**config.mk**
```make
export PLATFORM = sky130hd
export DESIGN_NAME = sfr_bank
export DESIGN_NICKNAME = d
export VERILOG_FILES = /design/src/design/sfr_pkg.sv /design/src/design/pin_sync.sv /design/src/design/event_irq.sv /design/src/design/sfr_bank.sv
export SDC_FILE = /design/constraint.sdc
export NUM_CORES = 1
export LEC_CHECK = 0
export ABC_AREA = 1
export BUFFER_PORTS_ARGS = -buffer_cell sky130_fd_sc_hd__buf_2
export CAP_MARGIN = 20
export CORE_MARGIN = 3
export CORE_UTILIZATION = 45
export CTS_CLUSTER_DIAMETER = 30
export DETAILED_ROUTE_END_ITERATION = 16
export HOLD_SLACK_MARGIN = 0.1
export MAX_ROUTING_LAYER = met4
export PLACE_DENSITY = 0.88
export SETUP_SLACK_MARGIN = 0.15
export SYNTH_ARGS = -nofsm -noshare
export SYNTH_HDL_FRONTEND = slang
export SYNTH_HIERARCHICAL = 1
export SYNTH_SLANG_ARGS = --single-unit
```
**constraint.sdc**
```tcl
create_clock -name clk -period 1.4 [get_ports clk]
set_input_delay 0.21 -clock clk [delete_from_list [all_inputs] [get_ports clk]]
set_output_delay 0.21 -clock clk [all_outputs]
set_load 0.01 [all_outputs]
```
**src/design/sfr_pkg.sv**
```systemverilog
package sfr_pkg;
	// ----------------------------------------------------------------
	// bus and map
	// ----------------------------------------------------------------
	localparam int unsigned DATA_W = 32;
	localparam int unsigned ADDR_W_DEF = 12;
	localparam int unsigned REG_W = 8;
	localparam int unsigned IDX_W = 3;
	localparam int unsigned BYTE_SHIFT = 2;
	localparam logic [1:0] WORD_ALIGN = 2'h0;
	// register indices; byte address is four times the index
	localparam logic [IDX_W-1:0] IDX_IRQ_EN = 3'h0;
	localparam logic [IDX_W-1:0] IDX_IRQ_EN_UP = 3'h1;
	localparam logic [IDX_W-1:0] IDX_IRQ_FLAGS = 3'h2;
	localparam logic [IDX_W-1:0] IDX_IRQ_FLAGS_UP = 3'h3;
	localparam logic [IDX_W-1:0] IDX_EVT_STATUS = 3'h4;
	localparam logic [IDX_W-1:0] IDX_EVT_MASK = 3'h5;
	// ----------------------------------------------------------------
	// enable register fields
	// ----------------------------------------------------------------
	localparam int unsigned EN_WATCHDOG = 0;
	localparam int unsigned EN_OSC_FAULT = 1;
	localparam int unsigned EN_NONMASK = 4;
	localparam int unsigned EN_FLASH_VIOL = 5;
	localparam logic [REG_W-1:0] EN_IMPL = 8'h33;
	localparam logic [REG_W-1:0] EN_RESET = 8'h00;
	// ----------------------------------------------------------------
	// flag register fields
	// ----------------------------------------------------------------
	localparam int unsigned FL_WATCHDOG = 0;
	localparam int unsigned FL_OSC_FAULT = 1;
	localparam int unsigned FL_POWER_ON = 2;
	localparam int unsigned FL_EXT_RESET = 3;
	localparam int unsigned FL_NONMASK = 4;
	localparam logic [REG_W-1:0] FL_IMPL = 8'h1f;
	localparam logic [REG_W-1:0] FL_RESET = 8'h06;
	// ----------------------------------------------------------------
	// event status / mask fields
	// ----------------------------------------------------------------
	localparam int unsigned EVT_W = 5;
	localparam int unsigned EV_WATCHDOG = 0;
	localparam int unsigned EV_OSC_FAULT = 1;
	localparam int unsigned EV_NONMASK = 2;
	localparam int unsigned EV_EXT_RESET = 3;
	localparam int unsigned EV_FLASH_VIOL = 4;
	localparam logic [EVT_W-1:0] EVT_RESET = 5'h00;
endpackage : sfr_pkg

```
**src/design/pin_sync.sv**
```systemverilog
`timescale 1ns/100ps
`default_nettype none
module pin_sync #(
	parameter int unsigned WIDTH = 2
) (
	// clock and reset
	input wire logic clk,
	input wire logic arst_n,
	// asynchronous inputs and their synchronised copies
	input wire logic [WIDTH-1:0] d,
	output logic [WIDTH-1:0] q
);
	typedef struct packed {
		logic [WIDTH-1:0] s1;
		logic [WIDTH-1:0] s2;
	} sync_t;

	sync_t st_r;
	sync_t st_nxt;

	// first stage feeds only the second stage
	always_comb begin
		st_nxt = st_r;
		st_nxt.s1 = d;
		st_nxt.s2 = st_r.s1;
	end

	always_ff @(posedge clk or negedge arst_n) begin
		if (!arst_n) begin
			st_r <= '0;
		end else begin
			st_r <= st_nxt;
		end
	end

	assign q = st_r.s2;
endmodule : pin_sync
`default_nettype wire

```
**src/design/event_irq.sv**
```systemverilog
`timescale 1ns/100ps
`default_nettype none
module event_irq #(
	parameter int unsigned WIDTH = 5
) (
	// clock and reset
	input wire logic clk,
	input wire logic arst_n,
	// one-cycle event pulses
	input wire logic [WIDTH-1:0] evt,
	// software access
	input wire logic wr_status,
	input wire logic wr_mask,
	input wire logic [WIDTH-1:0] wdata,
	output logic [WIDTH-1:0] status,
	output logic [WIDTH-1:0] mask,
	// interrupt line
	output logic irq
);
	typedef struct packed {
		logic [WIDTH-1:0] status;
		logic [WIDTH-1:0] mask;
		logic irq;
	} evt_t;

	evt_t st_r;
	evt_t st_nxt;
	logic [WIDTH-1:0] clr;

	// write-one-to-clear; a new event in the clearing cycle survives
	always_comb begin
		st_nxt = st_r;
		clr = wr_status ? wdata : '0;
		st_nxt.status = (st_r.status & ~clr) | evt;
		if (wr_mask) begin
			st_nxt.mask = wdata;
		end
		st_nxt.irq = |(st_nxt.status & st_nxt.mask);
	end

	always_ff @(posedge clk or negedge arst_n) begin
		if (!arst_n) begin
			st_r <= '0;
		end else begin
			st_r <= st_nxt;
		end
	end

	assign status = st_r.status;
	assign mask = st_r.mask;
	assign irq = st_r.irq;
endmodule : event_irq
`default_nettype wire

```
**src/design/sfr_bank.sv**
```systemverilog
// The APB interface to the registers was left to the implementer.
`timescale 1ns/100ps
`default_nettype none
module sfr_bank #(
	parameter int unsigned ADDR_W = sfr_pkg::ADDR_W_DEF
) (
	// clock and power-on reset
	input wire logic clk,
	input wire logic arst_n,
	// apb slave
	input wire logic psel,
	input wire logic penable,
	input wire logic pwrite,
	input wire logic [ADDR_W-1:0] paddr,
	input wire logic [sfr_pkg::DATA_W-1:0] pwdata,
	input wire logic [3:0] pstrb,
	output logic [sfr_pkg::DATA_W-1:0] prdata,
	output logic pready,
	output logic pslverr,
	// system reset control, same clock
	input wire logic power_up_clear,
	// watchdog, same clock
	input wire logic watchdog_overflow,
	input wire logic watchdog_interval_mode,
	// flash controller, same clock
	input wire logic flash_violation,
	// reset/nmi pin function select, same clock
	input wire logic nmi_mode,
	input wire logic nmi_edge_falling,
	// asynchronous sources
	input wire logic rst_nmi_pin_n,
	input wire logic osc_fault,
	// register contents for the rest of the system
	output logic [sfr_pkg::REG_W-1:0] irq_enables,
	output logic [sfr_pkg::REG_W-1:0] irq_flags,
	// interrupt requests
	output logic watchdog_irq_req,
	output logic nonmask_irq_req,
	output logic irq
);
	import sfr_pkg::*;

	// ----------------------------------------------------------------
	// state
	// ----------------------------------------------------------------
	typedef struct packed {
		logic [REG_W-1:0] en;
		logic [REG_W-1:0] fl;
		logic [DATA_W-1:0] rdata;
		logic slverr;
		logic pin_d;
		logic osc_d;
		logic flash_d;
		logic wd_req;
		logic nm_req;
	} bank_t;

	bank_t st_r;
	bank_t st_nxt;

	// ----------------------------------------------------------------
	// pin synchronisers
	// ----------------------------------------------------------------
	logic [1:0] sync_q;
	logic pin_s;
	logic osc_s;

	pin_sync #(
		.WIDTH(2)
	) u_pin_sync (
		.clk(clk),
		.arst_n(arst_n),
		.d({~rst_nmi_pin_n, osc_fault}),
		.q(sync_q)
	);

	// pin travels inverted so a cleared synchroniser equals its idle high level;
	// otherwise every reset release would fake a pin reset condition
	assign pin_s = ~sync_q[1];
	assign osc_s = sync_q[0];

	// ----------------------------------------------------------------
	// apb decode
	// ----------------------------------------------------------------
	logic setup;
	logic access;
	logic aligned;
	logic in_map;
	logic [IDX_W-1:0] idx;
	logic wr_en;
	logic wr_irq_en;
	logic wr_irq_flags;
	logic wr_evt_status;
	logic wr_evt_mask;

	assign setup = psel & ~penable;
	assign access = psel & penable;
	assign idx = paddr[BYTE_SHIFT +: IDX_W];
	assign aligned = (paddr[BYTE_SHIFT-1:0] == WORD_ALIGN);
	// upper address bits must be clear; the map is a handful of words
	assign in_map = aligned && (paddr[ADDR_W-1:BYTE_SHIFT+IDX_W] == '0)
		&& (idx <= IDX_EVT_MASK);
	// registers are byte wide, so only lane 0 carries a write
	assign wr_en = access & pwrite & pstrb[0] & in_map;
	assign wr_irq_en = wr_en && (idx == IDX_IRQ_EN);
	assign wr_irq_flags = wr_en && (idx == IDX_IRQ_FLAGS);
	assign wr_evt_status = wr_en && (idx == IDX_EVT_STATUS);
	assign wr_evt_mask = wr_en && (idx == IDX_EVT_MASK);

	// no wait state: pready in the first access cycle, read data still straight from a flop
	assign pready = access;
	assign prdata = st_r.rdata;
	assign pslverr = st_r.slverr & access;

	// ----------------------------------------------------------------
	// pin and source events
	// ----------------------------------------------------------------
	logic nmi_edge;
	logic rst_cond;
	logic rst_edge;
	logic osc_rise;
	logic flash_rise;
	logic [EVT_W-1:0] evt_vec;
	logic [EVT_W-1:0] evt_status;
	logic [EVT_W-1:0] evt_mask;

	// in nmi mode the selected edge of the pin is the event
	assign nmi_edge = nmi_mode & (nmi_edge_falling ? (st_r.pin_d & ~pin_s)
		: (~st_r.pin_d & pin_s));
	// in reset mode a low pin is a reset condition
	assign rst_cond = ~nmi_mode & ~pin_s;
	assign rst_edge = ~nmi_mode & st_r.pin_d & ~pin_s;
	assign osc_rise = osc_s & ~st_r.osc_d;
	assign flash_rise = flash_violation & ~st_r.flash_d;

	always_comb begin
		evt_vec = EVT_RESET;
		evt_vec[EV_WATCHDOG] = watchdog_overflow;
		evt_vec[EV_OSC_FAULT] = osc_rise;
		evt_vec[EV_NONMASK] = nmi_edge;
		evt_vec[EV_EXT_RESET] = rst_edge;
		evt_vec[EV_FLASH_VIOL] = flash_rise;
	end

	event_irq #(
		.WIDTH(EVT_W)
	) u_event_irq (
		.clk(clk),
		.arst_n(arst_n),
		.evt(evt_vec),
		.wr_status(wr_evt_status),
		.wr_mask(wr_evt_mask),
		.wdata(pwdata[EVT_W-1:0]),
		.status(evt_status),
		.mask(evt_mask),
		.irq(irq)
	);

	// ----------------------------------------------------------------
	// read mux, captured in the setup cycle
	// ----------------------------------------------------------------
	logic [DATA_W-1:0] rd_word;
	logic rd_err;

	always_comb begin
		rd_word = '0;
		rd_err = 1'b0;
		if (!in_map) begin
			rd_err = 1'b1;
		end else begin
			case (idx)
				IDX_IRQ_EN: begin
					rd_word = DATA_W'(st_r.en & EN_IMPL);
				end
				IDX_IRQ_FLAGS: begin
					rd_word = DATA_W'(st_r.fl & FL_IMPL);
				end
				IDX_IRQ_EN_UP, IDX_IRQ_FLAGS_UP: begin
					rd_word = '0;
				end
				IDX_EVT_STATUS: begin
					rd_word = DATA_W'(evt_status);
				end
				IDX_EVT_MASK: begin
					rd_word = DATA_W'(evt_mask);
				end
				default: begin
					rd_err = 1'b1;
				end
			endcase
		end
	end

	// ----------------------------------------------------------------
	// next state
	// ----------------------------------------------------------------
	always_comb begin
		st_nxt = st_r;
		st_nxt.pin_d = pin_s;
		st_nxt.osc_d = osc_s;
		st_nxt.flash_d = flash_violation;
		if (setup) begin
			st_nxt.rdata = rd_word;
			st_nxt.slverr = rd_err | (pwrite & ~in_map);
		end
		// software writes land first; the upper registers have no storage
		if (wr_irq_en) begin
			st_nxt.en = pwdata[REG_W-1:0] & EN_IMPL;
		end
		if (wr_irq_flags) begin
			st_nxt.fl = pwdata[REG_W-1:0] & FL_IMPL;
		end
		// power-up clear leaves the power-on-reset-only flags alone
		if (power_up_clear) begin
			st_nxt.en = EN_RESET;
			st_nxt.fl[FL_OSC_FAULT] = 1'b1;
			st_nxt.fl[FL_NONMASK] = 1'b0;
		end
		// hardware sets come last so a set outlives a clear
		if (watchdog_overflow) begin
			st_nxt.fl[FL_WATCHDOG] = 1'b1;
		end
		if (osc_s) begin
			st_nxt.fl[FL_OSC_FAULT] = 1'b1;
		end
		if (rst_cond) begin
			st_nxt.fl[FL_EXT_RESET] = 1'b1;
		end
		if (nmi_edge) begin
			st_nxt.fl[FL_NONMASK] = 1'b1;
		end
		// watchdog enable matters only as an interval timer
		st_nxt.wd_req = st_nxt.fl[FL_WATCHDOG] & st_nxt.en[EN_WATCHDOG]
			& watchdog_interval_mode;
		// no general enable reaches these requests
		st_nxt.nm_req = (st_nxt.fl[FL_OSC_FAULT] & st_nxt.en[EN_OSC_FAULT])
			| (st_nxt.fl[FL_NONMASK] & st_nxt.en[EN_NONMASK])
			| (flash_violation & st_nxt.en[EN_FLASH_VIOL]);
	end

	// ----------------------------------------------------------------
	// registers; the asynchronous reset is the power-on reset
	// ----------------------------------------------------------------
	always_ff @(posedge clk or negedge arst_n) begin
		if (!arst_n) begin
			st_r.en <= EN_RESET;
			st_r.fl <= FL_RESET;
			st_r.rdata <= '0;
			st_r.slverr <= 1'b0;
			st_r.pin_d <= 1'b1;
			st_r.osc_d <= 1'b0;
			st_r.flash_d <= 1'b0;
			st_r.wd_req <= 1'b0;
			st_r.nm_req <= 1'b0;
		end else begin
			st_r <= st_nxt;
		end
	end

	// ----------------------------------------------------------------
	// outputs
	// ----------------------------------------------------------------
	assign irq_enables = st_r.en;
	assign irq_flags = st_r.fl;
	assign watchdog_irq_req = st_r.wd_req;
	assign nonmask_irq_req = st_r.nm_req;
endmodule : sfr_bank
`default_nettype wire

```
==> run_results.csv, run 1 <==
group,metric,value,unit
run_status,run_status,"finished clean",
cells_and_area,drive_gt1_share,32.6,%
sta,clock_skew,0.0145,ns
routing,dr.pass1.iters,4,
routing,viasPerCell,4.48,
critical_path,cp_max_fo,3,
placement,port-buffer-count,51,
critical_path,cp_data_arrival_time,1.41,ns
cells_and_area,design_area,0.00251,mm2
clock_network,cts_sinks,36,
global_routing,track_usage,17.1,%
cells_and_area,fin_nets,382,
critical_path,worstSetupPathType,"reg -> reg",
die,fp.dieW,73.9,um
min_path,hold_path_class,"in -> reg",
clock_network,cts_tree,"yes",
cells_and_area,ff_latch_area,905,um2
pwr,power_frac_comb,10.6,%
pwr,power_frac_clock,43.5,%
global_routing,antenna_found_initial,0,
logic_synthesis,synth_compound_area_share,6.82,%
logic_synthesis,muxShareOfSynthArea,0,%
global_routing,gr-total-overflow,0,
sta,tns,0,ns
sta,rsz0062_at_grt,"yes",
job,drv_cap,0,
clock_network,numCtsBuffers,5,
cells_and_area,post-route-util,56.9,%
logic_synthesis,synth_top_family_by_area,"simple AND/OR/NAND/NOR gates",
logic_synthesis,syn_avg_cell_area,8.09,um2
logic_synthesis,synthDistinctLibCells,28,
logic_synthesis,synthAdderAreaFrac,0,%
pwr,irDropWorstVdd,0.581,mV
die,start_util,46.9,%
pwr,internal_power,0.00177,W
cells_and_area,diodes,0,
pwr,switchingPower,0.000541,W
logic_synthesis,synth-seq-area-share,43.7,%
pwr,leakage,1.40,nW
placement,dp.cells,360,
clock_network,htreeDepth,2,
sta,slew_viol_final,0,
placement,hpwl,3380,um
routing,wl,4310,um
sta,max_freq,817,MHz
die,dieArea,0.00545,mm2
clock_network,path_clk_slew,0.07,ns
sta,hold_violations,0,
pwr,seq_power_share,45.9,%
cells_and_area,multiInputGateArea,828,um2
placement,gp_congestion,0.853,
logic_synthesis,synth-xor-area-share,0,%
pwr,swShare,23.4,%
critical_path,start_kind,"register",
die,rows,24,
routing,drc,0,
critical_path,required,1.59,ns
cells_and_area,area_growth,21.1,%
logic_synthesis,synth-warning-count,6,
clock_network,ctsLongestPathBuffers,2,
die,die_y,73.9,um
clock_network,cts-root-buf,"clkbuf_8",
critical_path,critPathCaptureType,"register",
logic_synthesis,synth-simple-area-share,25.4,%
placement,dpl_cell_area,0.00232,mm2
global_routing,grt_pass1_wl,6890,um
sta,finalCritPeriodShare,87.5,%
routing,vias,1676,
cells_and_area,fill_cells,385,
logic_synthesis,syn_area,0.00207,mm2
routing,routedWlPerCell,11.5,um
pwr,p_per_area,922,mW/mm2
sta,whs,0.115,ns
routing,ant_nets,0,
cells_and_area,final_cells,374,
sta,min_period,1.22,ns
routing,drt_iter0_drc,89,
global_routing,grt_max_degree,22,
sta,setup_viol,0,
clock_network,clk_latency,0.30,ns
die,core_area,0.00441,mm2
global_routing,grt_pass1_vias,1564,
logic_synthesis,ys_seq_elements,36,
die,ios,114,
logic_synthesis,synthCells,256,
[final timing paths]
| kind | startpoint | endpoint | slack [ns] | depth (start not counted) |
|---|---|---|---|---|
| max in group asynchronous | arst_n | irq_flags[2] | 0.51 | 3 |
| min in group asynchronous | arst_n | irq_enables[0] | 0.37 | 2 |
| max | st_r[4] | u_event_irq/irq | 0.18 | 9 |
| max reg2reg | st_r[4] | u_event_irq/irq | 0.18 | 9 |
| min reg2reg | u_pin_sync/st_nxt[0] | u_pin_sync/q[0] | 0.35 | 0 |
| min | nmi_mode | irq_flags[3] | 0.12 | 2 |
[cell type report]
| class | count | share of cell area (%) |
|---|---|---|
| clock buffer | 7 | 3.84 |
| clock inverter | 1 | 1.20 |
| inverter | 36 | 5.38 |
| multi-input combinational | 168 | 33.0 |
| sequential | 36 | 36.0 |
| tap | 52 | 2.59 |
| timing repair buffer | 74 | 17.9 |
[worst max-delay path: stages, from the launching register on]
cell	delay [ns]
dfstp_2	0.54
nor2_1	0.05
o21ai_2	0.12
inv_1	0.05
inv_1	0.05
nand2_1	0.06
nand2_1	0.07
nand2_1	0.05
nor2_1	0.07
nand2_1	0.06
[cells in the final DEF (no fill, tap or decap), drive strengths merged, types with 3 or more instances in the layout]
cell type     n
buf          70
nand3         6
clkbuf        7
nand4         5
dfrtp        33
conb         33
dfstp         3
a21oi         6
inv          36
o21ai         6
nand2        75
nor2         24
dlygate4sd3   4
[power groups by stage]
| stage | Sequential, W | Clock [W] | Combinational (W) |
|---|---|---|---|
| 2_1_floorplan | 0.00108 | 0 | 0.000177 |
| 3_3_place_gp | 0.00108 | 0 | 0.000226 |
| 3_5_place_dp | 0.00108 | 0 | 0.000232 |
| 4_1_cts | 0.00106 | 0.00102 | 0.000241 |
| 5_1_grt | 0.00106 | 0.00107 | 0.000276 |
| 6_report | 0.00106 | 0.00101 | 0.000245 |
[flip-flops by register name (all words and copies together) (netlist names)]
signal and cells:
u_event_irq/mask 5, u_event_irq/status 5, st_r 4, nonmask_irq_req 1
watchdog_irq_req 1, u_pin_sync/st_nxt 2, u_pin_sync/q 2, u_event_irq/irq 1
irq_flags 5, irq_enables 4, prdata 6
[Yosys cell counts, drive strengths merged]
cell | instances | area share, %
nand2 | 75 | 14
buf | 48 | 17
inv | 36 | 6.5
dfrtp | 33 | 40
nor2 | 24 | 5.3
a21oi | 6 | 1.6
nand3 | 6 | 1.7
o21ai | 6 | 1.4
nand4 | 5 | 1.8
dfstp | 3 | 3.8
a221oi | 2 | 0.85
a22o | 2 | 0.85
nor3 | 2 | 1.6
o2111ai | 2 | 0.85
a211oi | 1 | 0.36
a32o | 1 | 0.48
and3 | 1 | 0.30
conb | 1 | 0.18
o211ai | 1 | 0.36
or2 | 1 | 0.30
[cells by family (layout without fill, tap and decap cells)]
kind of cell,count (synthesis),count (layout)
AO/OA/AOI/OAI,21,21
buffers and inverters,84,118
flip-flops,36,36
other,1,33
AND/OR/NAND/NOR,114,114
[through the flow]
step,setup slack (ns),power [W]
6_report,0.176,0.00231
5_1_grt,0.0320,0.00241
4_1_cts,0.148,0.00233
3_3_place_gp,-0.108,0.00131
2_1_floorplan,0.0660,0.00126
3_5_place_dp,-0.127,0.00131
[timing repair]
item | in CTS | in global routing
hold endpoints to repair | 17 | 0
endpoints found under the setup margin | 1 | 7
hold buffers | 4 | 0
gates resized for setup | 1 | 3
setup buffers | 0 | 2
[metal layers]
| metal | GRT usage, % | vias to the layer above | wire length (um) |
|---|---|---|---|
| li1 | - | 842 | - |
| met1 | 19.7 | 766 | 1740 |
| met2 | 28.7 | 63 | 2210 |
| met3 | 3.01 | 5 | 297 |
| met4 | 7.85 | 0 | 58 |
| met5 | - | - | 0 |
No activity file was read; power rests on OpenSTA's default activity.
==> inputs of run 2 (changes only) <==
CORE_UTILIZATION = 44   (was 45)
PLACE_DENSITY = 0.87   (was 0.88)
SYNTH_HIERARCHICAL = not set   (was 1)
==> run_results.csv, run 2 <==
group,metric,value,unit
placement,port-buffer-count,51,
clock_network,cts_sinks,36,
clock_network,cts_tree,"yes",
logic_synthesis,synthCells,240,
pwr,irDropWorstVdd,0.595,mV
global_routing,grt_pass1_wl,6730,um
logic_synthesis,synth_ff_type,"dfrtp_1",
logic_synthesis,syn_avg_cell_area,8.37,um2
min_path,hold_depth,3,
logic_synthesis,synthDistinctLibCells,26,
global_routing,grt_max_degree,37,
sta,clock_skew,0.00802,ns
clock_network,path_clk_slew,0.07,ns
critical_path,critPathCaptureType,"register",
placement,dp_slack,-0.158,ns
die,die_y,73.6,um
logic_synthesis,ys_seq_elements,36,
routing,vias,1646,
sta,hold_violations,0,
job,drv_cap,0,
die,ios,114,
critical_path,worstSetupPathType,"reg -> reg",
sta,setup_ws,0.0771,ns
logic_synthesis,synth_area_leaders,"dfrtp_1 (41%), buf_4 (18%), nand2_1 (9.0%)",
logic_synthesis,syn_area,0.00201,mm2
cells_and_area,area_growth,21.7,%
die,rows,23,
critical_path,cp_data_arrival_time,1.49,ns
critical_path,reg2reg_depth,7,
sta,slew_viol_final,0,
routing,routedWlPerCell,12.8,um
die,start_util,47.8,%
placement,dp.cells,336,
logic_synthesis,async_flop_share,100,%
logic_synthesis,synth-warning-count,0,
logic_synthesis,synth_area_leader_cell,"dfrtp_1",
logic_synthesis,synth_common_cells,"buf_4 (48), nand2_1 (48), inv_1 (35)",
clock_network,htreeDepth,2,
routing,drc,0,
global_routing,track_usage,16.9,%
cells_and_area,layout_commonest_cell,"buf_2",
routing,wl,4520,um
critical_path,start_kind,"register",
cells_and_area,fin_nets,363,
placement,hpwl,3280,um
sta,max_freq,756,MHz
routing,drt_iter0_drc,62,
cells_and_area,mostFrequentLayoutCells,"buf_2 (48), nand2_1 (43), inv_1 (35), conb_1 (33), dfrtp_1 (33)",
cells_and_area,fill_cells,358,
cells_and_area,final_cells,353,
min_path,hold_path_class,"in -> reg",
run_status,run_status,"finished clean",
die,fp.dieW,73.6,um
sta,setup_viol,0,
pwr,leakage,1.37,nW
die,core_area,0.00420,mm2
sta,finalCritPeriodShare,94.5,%
placement,gp_congestion,0.770,
global_routing,gr-total-overflow,0,
routing,ant_nets,0,
sta,min_period,1.32,ns
pwr,p_per_area,900,mW/mm2
global_routing,antenna_found_initial,0,
die,dieArea,0.00541,mm2
cells_and_area,post-route-util,58.2,%
logic_synthesis,synth_edf_count,0,
routing,dr.pass1.iters,4,
clock_network,cts-root-buf,"clkbuf_8",
sta,rsz0062_at_grt,"yes",
clock_network,clk_latency,0.29,ns
cells_and_area,diodes,0,
clock_network,ctsLongestPathBuffers,2,
logic_synthesis,synth_top_area_share,41.1,%
cells_and_area,largest_reg_flops,6,
cells_and_area,drive_gt1_share,34.7,%
pwr,finalPower,0.00220,W
critical_path,cp_max_fo,2,
clock_network,numCtsBuffers,5,
logic_synthesis,synth-seq-area-share,45.0,%
routing,viasPerCell,4.66,
global_routing,grt_pass1_vias,1526,
critical_path,required,1.57,ns
sta,whs,0.129,ns
-- run 2: changes by cell type in the layout (fill, tap and decap cells not counted), sizes merged, moves of 2 or more --
cell	delta
inv	+3
nand2	-27
o22ai	+3
a22o	-2
o2111ai	-2
nand4	-4
nor2	-5
a21oi	+2
o21ai	+16
buf	-3
-- run 2: report_power, final --
| group | switching [W] | total, W | internal (W) |
|---|---|---|---|
| sequential | 0.00000804 | 0.00106 | 0.00105 |
| clock | 0.000361 | 0.000890 | 0.000528 |
| combinational | 0.000157 | 0.000247 | 0.0000899 |
| total | 0.000526 | 0.00220 | 0.00167 |
-- run 2: layer usage --
metal | wire, um | global-route usage [%]
met1 | 1670 | 19.1
met2 | 2450 | 28.8
met3 | 325 | 4.10
met4 | 85 | 6.04
met5 | 0 | -
-- run 2: kinds of logic (layout without fill, tap and decap cells) --
logic type             Yosys count  count (layout)  share of synthesized area, %
AO/OA/AOI/OAI                   40              40                          11.4
AND/OR/NAND/NOR                 76              76                          18.2
buffers and inverters           87             118                          25.2
flip-flops                      36              36                          45.0
other                            1              33                         0.187
-- run 2: worst paths after layout --
path	endpoint	slack, ns	from
hold reg to reg	u_pin_sync.q[1]	0.35	u_pin_sync.st_nxt[1]
setup reg to reg	u_event_irq.irq	0.08	st_r[4]
setup / recovery	u_event_irq.irq	0.08	st_r[4]
hold / removal	watchdog_irq_req	0.13	watchdog_interval_mode
min in group asynchronous	u_pin_sync.q[0]	0.48	arst_n
max in group asynchronous	irq_flags[2]	0.57	arst_n
-- run 2: what timing repair did --
item / in CTS / in global routing
resized for setup: 1 / 28
cloned: 0 / 0
hold buffers: 4 / 0
pin swaps: 1 / 12
setup endpoints to repair: 2 / 7
endpoints found under the hold margin: 36 / 0
setup buffers: 0 / 5
-- run 2: cell type report --
| class | instances | area, um2 | area share (%) |
|---|---|---|---|
| clock inverters | 2 | 35.0 | 1.43 |
| clock buffers | 6 | 72.6 | 2.97 |
| flip-flops and latches | 36 | 905 | 37.0 |
| multi-input cells | 149 | 786 | 32.1 |
| well taps | 50 | 62.6 | 2.56 |
| repair buffers | 71 | 438 | 17.9 |
| inverters | 39 | 146 | 5.99 |
-- run 2: critical path, cell delays in order, from the launching register on --
cell and delay (ns):
dfstp_2 0.53, nor2_2 0.04, o211ai_1 0.24, nand2_1 0.12, nand2_1 0.07, nand2_1 0.06
nor2_1 0.09, nand2_1 0.07
-- run 2: stage by stage --
step	TNS [ns]	cell area, um2
2_1_floorplan	0	2130
3_3_place_gp	-0.452	2170
3_5_place_dp	-0.498	2170
4_1_cts	0	2320
5_1_grt	-0.0551	2440
6_report	0	2440
==> inputs of run 3 (changes only) <==
--- a/constraint.sdc
+++ b/constraint.sdc
@@ -3,2 +3,2 @@
 set_output_delay 0.21 -clock clk [all_outputs]
-set_load 0.01 [all_outputs]
+set_load 0.02 [all_outputs]
==> run_results.csv, run 3 (same netlist as run 2, synthesis figures left out) <==
group,metric,value,unit
clock_network,numCtsBuffers,5,
die,start_util,47.8,%
pwr,p_per_area,916,mW/mm2
routing,vias,1646,
cells_and_area,largest_reg_flops,6,
cells_and_area,area_growth,21.8,%
sta,finalCritPeriodShare,94.5,%
cells_and_area,drive_gt1_share,34.7,%
placement,gp_congestion,0.770,
routing,drc,0,
critical_path,cp_data_arrival_time,1.49,ns
pwr,finalPower,0.00224,W
cells_and_area,fill_cells,357,
cells_and_area,layout_commonest_cell,"buf_2",
clock_network,clk_latency,0.29,ns
clock_network,cts-root-buf,"clkbuf_8",
die,ios,114,
die,rows,23,
critical_path,cp_max_fo,2,
pwr,power_frac_clock,39.7,%
placement,hpwl,3280,um
cells_and_area,mostFrequentLayoutCells,"buf_2 (47), nand2_1 (43), inv_1 (35), conb_1 (33), dfrtp_1 (33)",
routing,wl_met2,2450,um
critical_path,regToRegSetupSlack,0.08,ns
critical_path,r2r_start,"st_r[4]",
die,core_area,0.00420,mm2
sta,clock_skew,0.00802,ns
critical_path,r2r_end,"u_event_irq.irq",
pwr,irDropWorstVdd,0.595,mV
global_routing,track_usage,16.9,%
clock_network,cts_tree,"yes",
cells_and_area,ff_latch_area,905,um2
routing,routedWlPerCell,12.8,um
cells_and_area,multiInputGateArea,786,um2
job,drv_cap,0,
routing,drt_iter0_drc,62,
critical_path,start_kind,"register",
die,fp.dieW,73.6,um
pwr,swShare,25.4,%
global_routing,grt_max_degree,37,
pwr,seq_power_share,47.4,%
routing,dr.pass1.iters,4,
sta,rsz0062_at_grt,"yes",
pwr,internal_power,0.00167,W
min_path,min_to,"watchdog_irq_req",
critical_path,required,1.57,ns
die,die_y,73.6,um
clock_network,ctsLongestPathBuffers,2,
cells_and_area,fin_nets,363,
critical_path,critPathCaptureType,"register",
global_routing,gr-total-overflow,0,
die,dieArea,0.00541,mm2
min_path,hold_path_class,"in -> reg",
cells_and_area,final_cells,353,
sta,max_freq,756,MHz
routing,wl_met3,325,um
run_status,run_status,"finished clean",
placement,dp.cells,336,
sta,hold_violations,0,
sta,setup_viol,0,
global_routing,grt_pass1_vias,1526,
sta,slew_viol_final,0,
routing,highest_layer,"met4",
critical_path,reg2reg_depth,7,
critical_path,worstSetupPathType,"reg -> reg",
routing,ant_nets,0,
pwr,power_frac_comb,12.9,%
routing,wl,4520,um
clock_network,cts_sinks,36,
global_routing,grt_pass1_wl,6730,um
clock_network,htreeDepth,2,
pwr,switchingPower,0.000569,W
sta,whs,0.129,ns
cells_and_area,diodes,0,
sta,min_period,1.32,ns
routing,wl_met1,1660,um
min_path,hold_start,"watchdog_interval_mode",
min_path,hold_depth,3,
pwr,leakage,1.37,nW
placement,port-buffer-count,51,
routing,viasPerCell,4.66,
global_routing,antenna_found_initial,0,
clock_network,path_clk_slew,0.07,ns
run 3: cell count changes in the layout (fill, tap and decap cells not counted):
cell   before  now
buf_2      48   47
buf_4      15   16
run 3: layout make-up:
type	instances	share of cell area, %
flip-flops and latches	36	37.0
multi-input cells	149	32.1
repair buffers	71	18.0
inverters	39	5.98
clock buffers	6	2.97
well taps	50	2.56
clock inverters	2	1.43
run 3: worst max-delay path: stages (launching register included):
cell and delay (ns):
dfstp_2 0.53, nor2_2 0.04, o211ai_1 0.24, nand2_1 0.12, nand2_1 0.07, nand2_1 0.06
nor2_1 0.09, nand2_1 0.07
run 3: timing repair:
item | 4_1_cts | 5_1_grt
setup buffers | 0 | 5
gates cloned | 0 | 0
resized for setup | 1 | 29
setup endpoints to repair | 2 | 7
pin swaps | 1 | 12
endpoints found under the hold margin | 36 | 0
hold buffers | 4 | 0
run 3: how the worst max path moves through the flow:
stage / start / end / slack, ns / depth (start not counted)
after floorplan: paddr[0] / nonmask_irq_req / 0.11 / 10
after global placement: paddr[0] / u_event_irq.irq / -0.19 / 11
after detailed placement: paddr[10] / u_event_irq.irq / -0.16 / 11
after CTS: st_r[4] / u_event_irq.irq / 0.06 / 7
after global routing: st_r[4] / u_event_irq.irq / -0.06 / 7
final: st_r[4] / u_event_irq.irq / 0.08 / 7
run 3: metal layers:
metal | up-vias | global-route usage [%]
met4 | 0 | 6.04
met5 | - | -
li1 | 793 | -
met1 | 776 | 19.1
met2 | 68 | 28.8
met3 | 9 | 4.10
run 3: through the flow:
stage          instance area, um2  util [%]  setup TNS, ns  setup WS, ns
2_1_floorplan                2130         -              0         0.115
3_3_place_gp                 2170      51.6         -0.452        -0.186
3_5_place_dp                 2170      51.6         -0.498        -0.158
4_1_cts                      2320      55.2              0        0.0638
5_1_grt                      2450      58.2        -0.0551       -0.0551
6_report                     2450      58.2              0        0.0771
run 3: power groups by stage:
stage	clock (W)	sequential [W]	combinational, W
after floorplan	0	0.00108	0.000222
after global routing	0.000947	0.00106	0.000320
after CTS	0.000907	0.00106	0.000267
final	0.000890	0.00106	0.000290
after global placement	0	0.00108	0.000251
after detailed placement	0	0.00108	0.000256
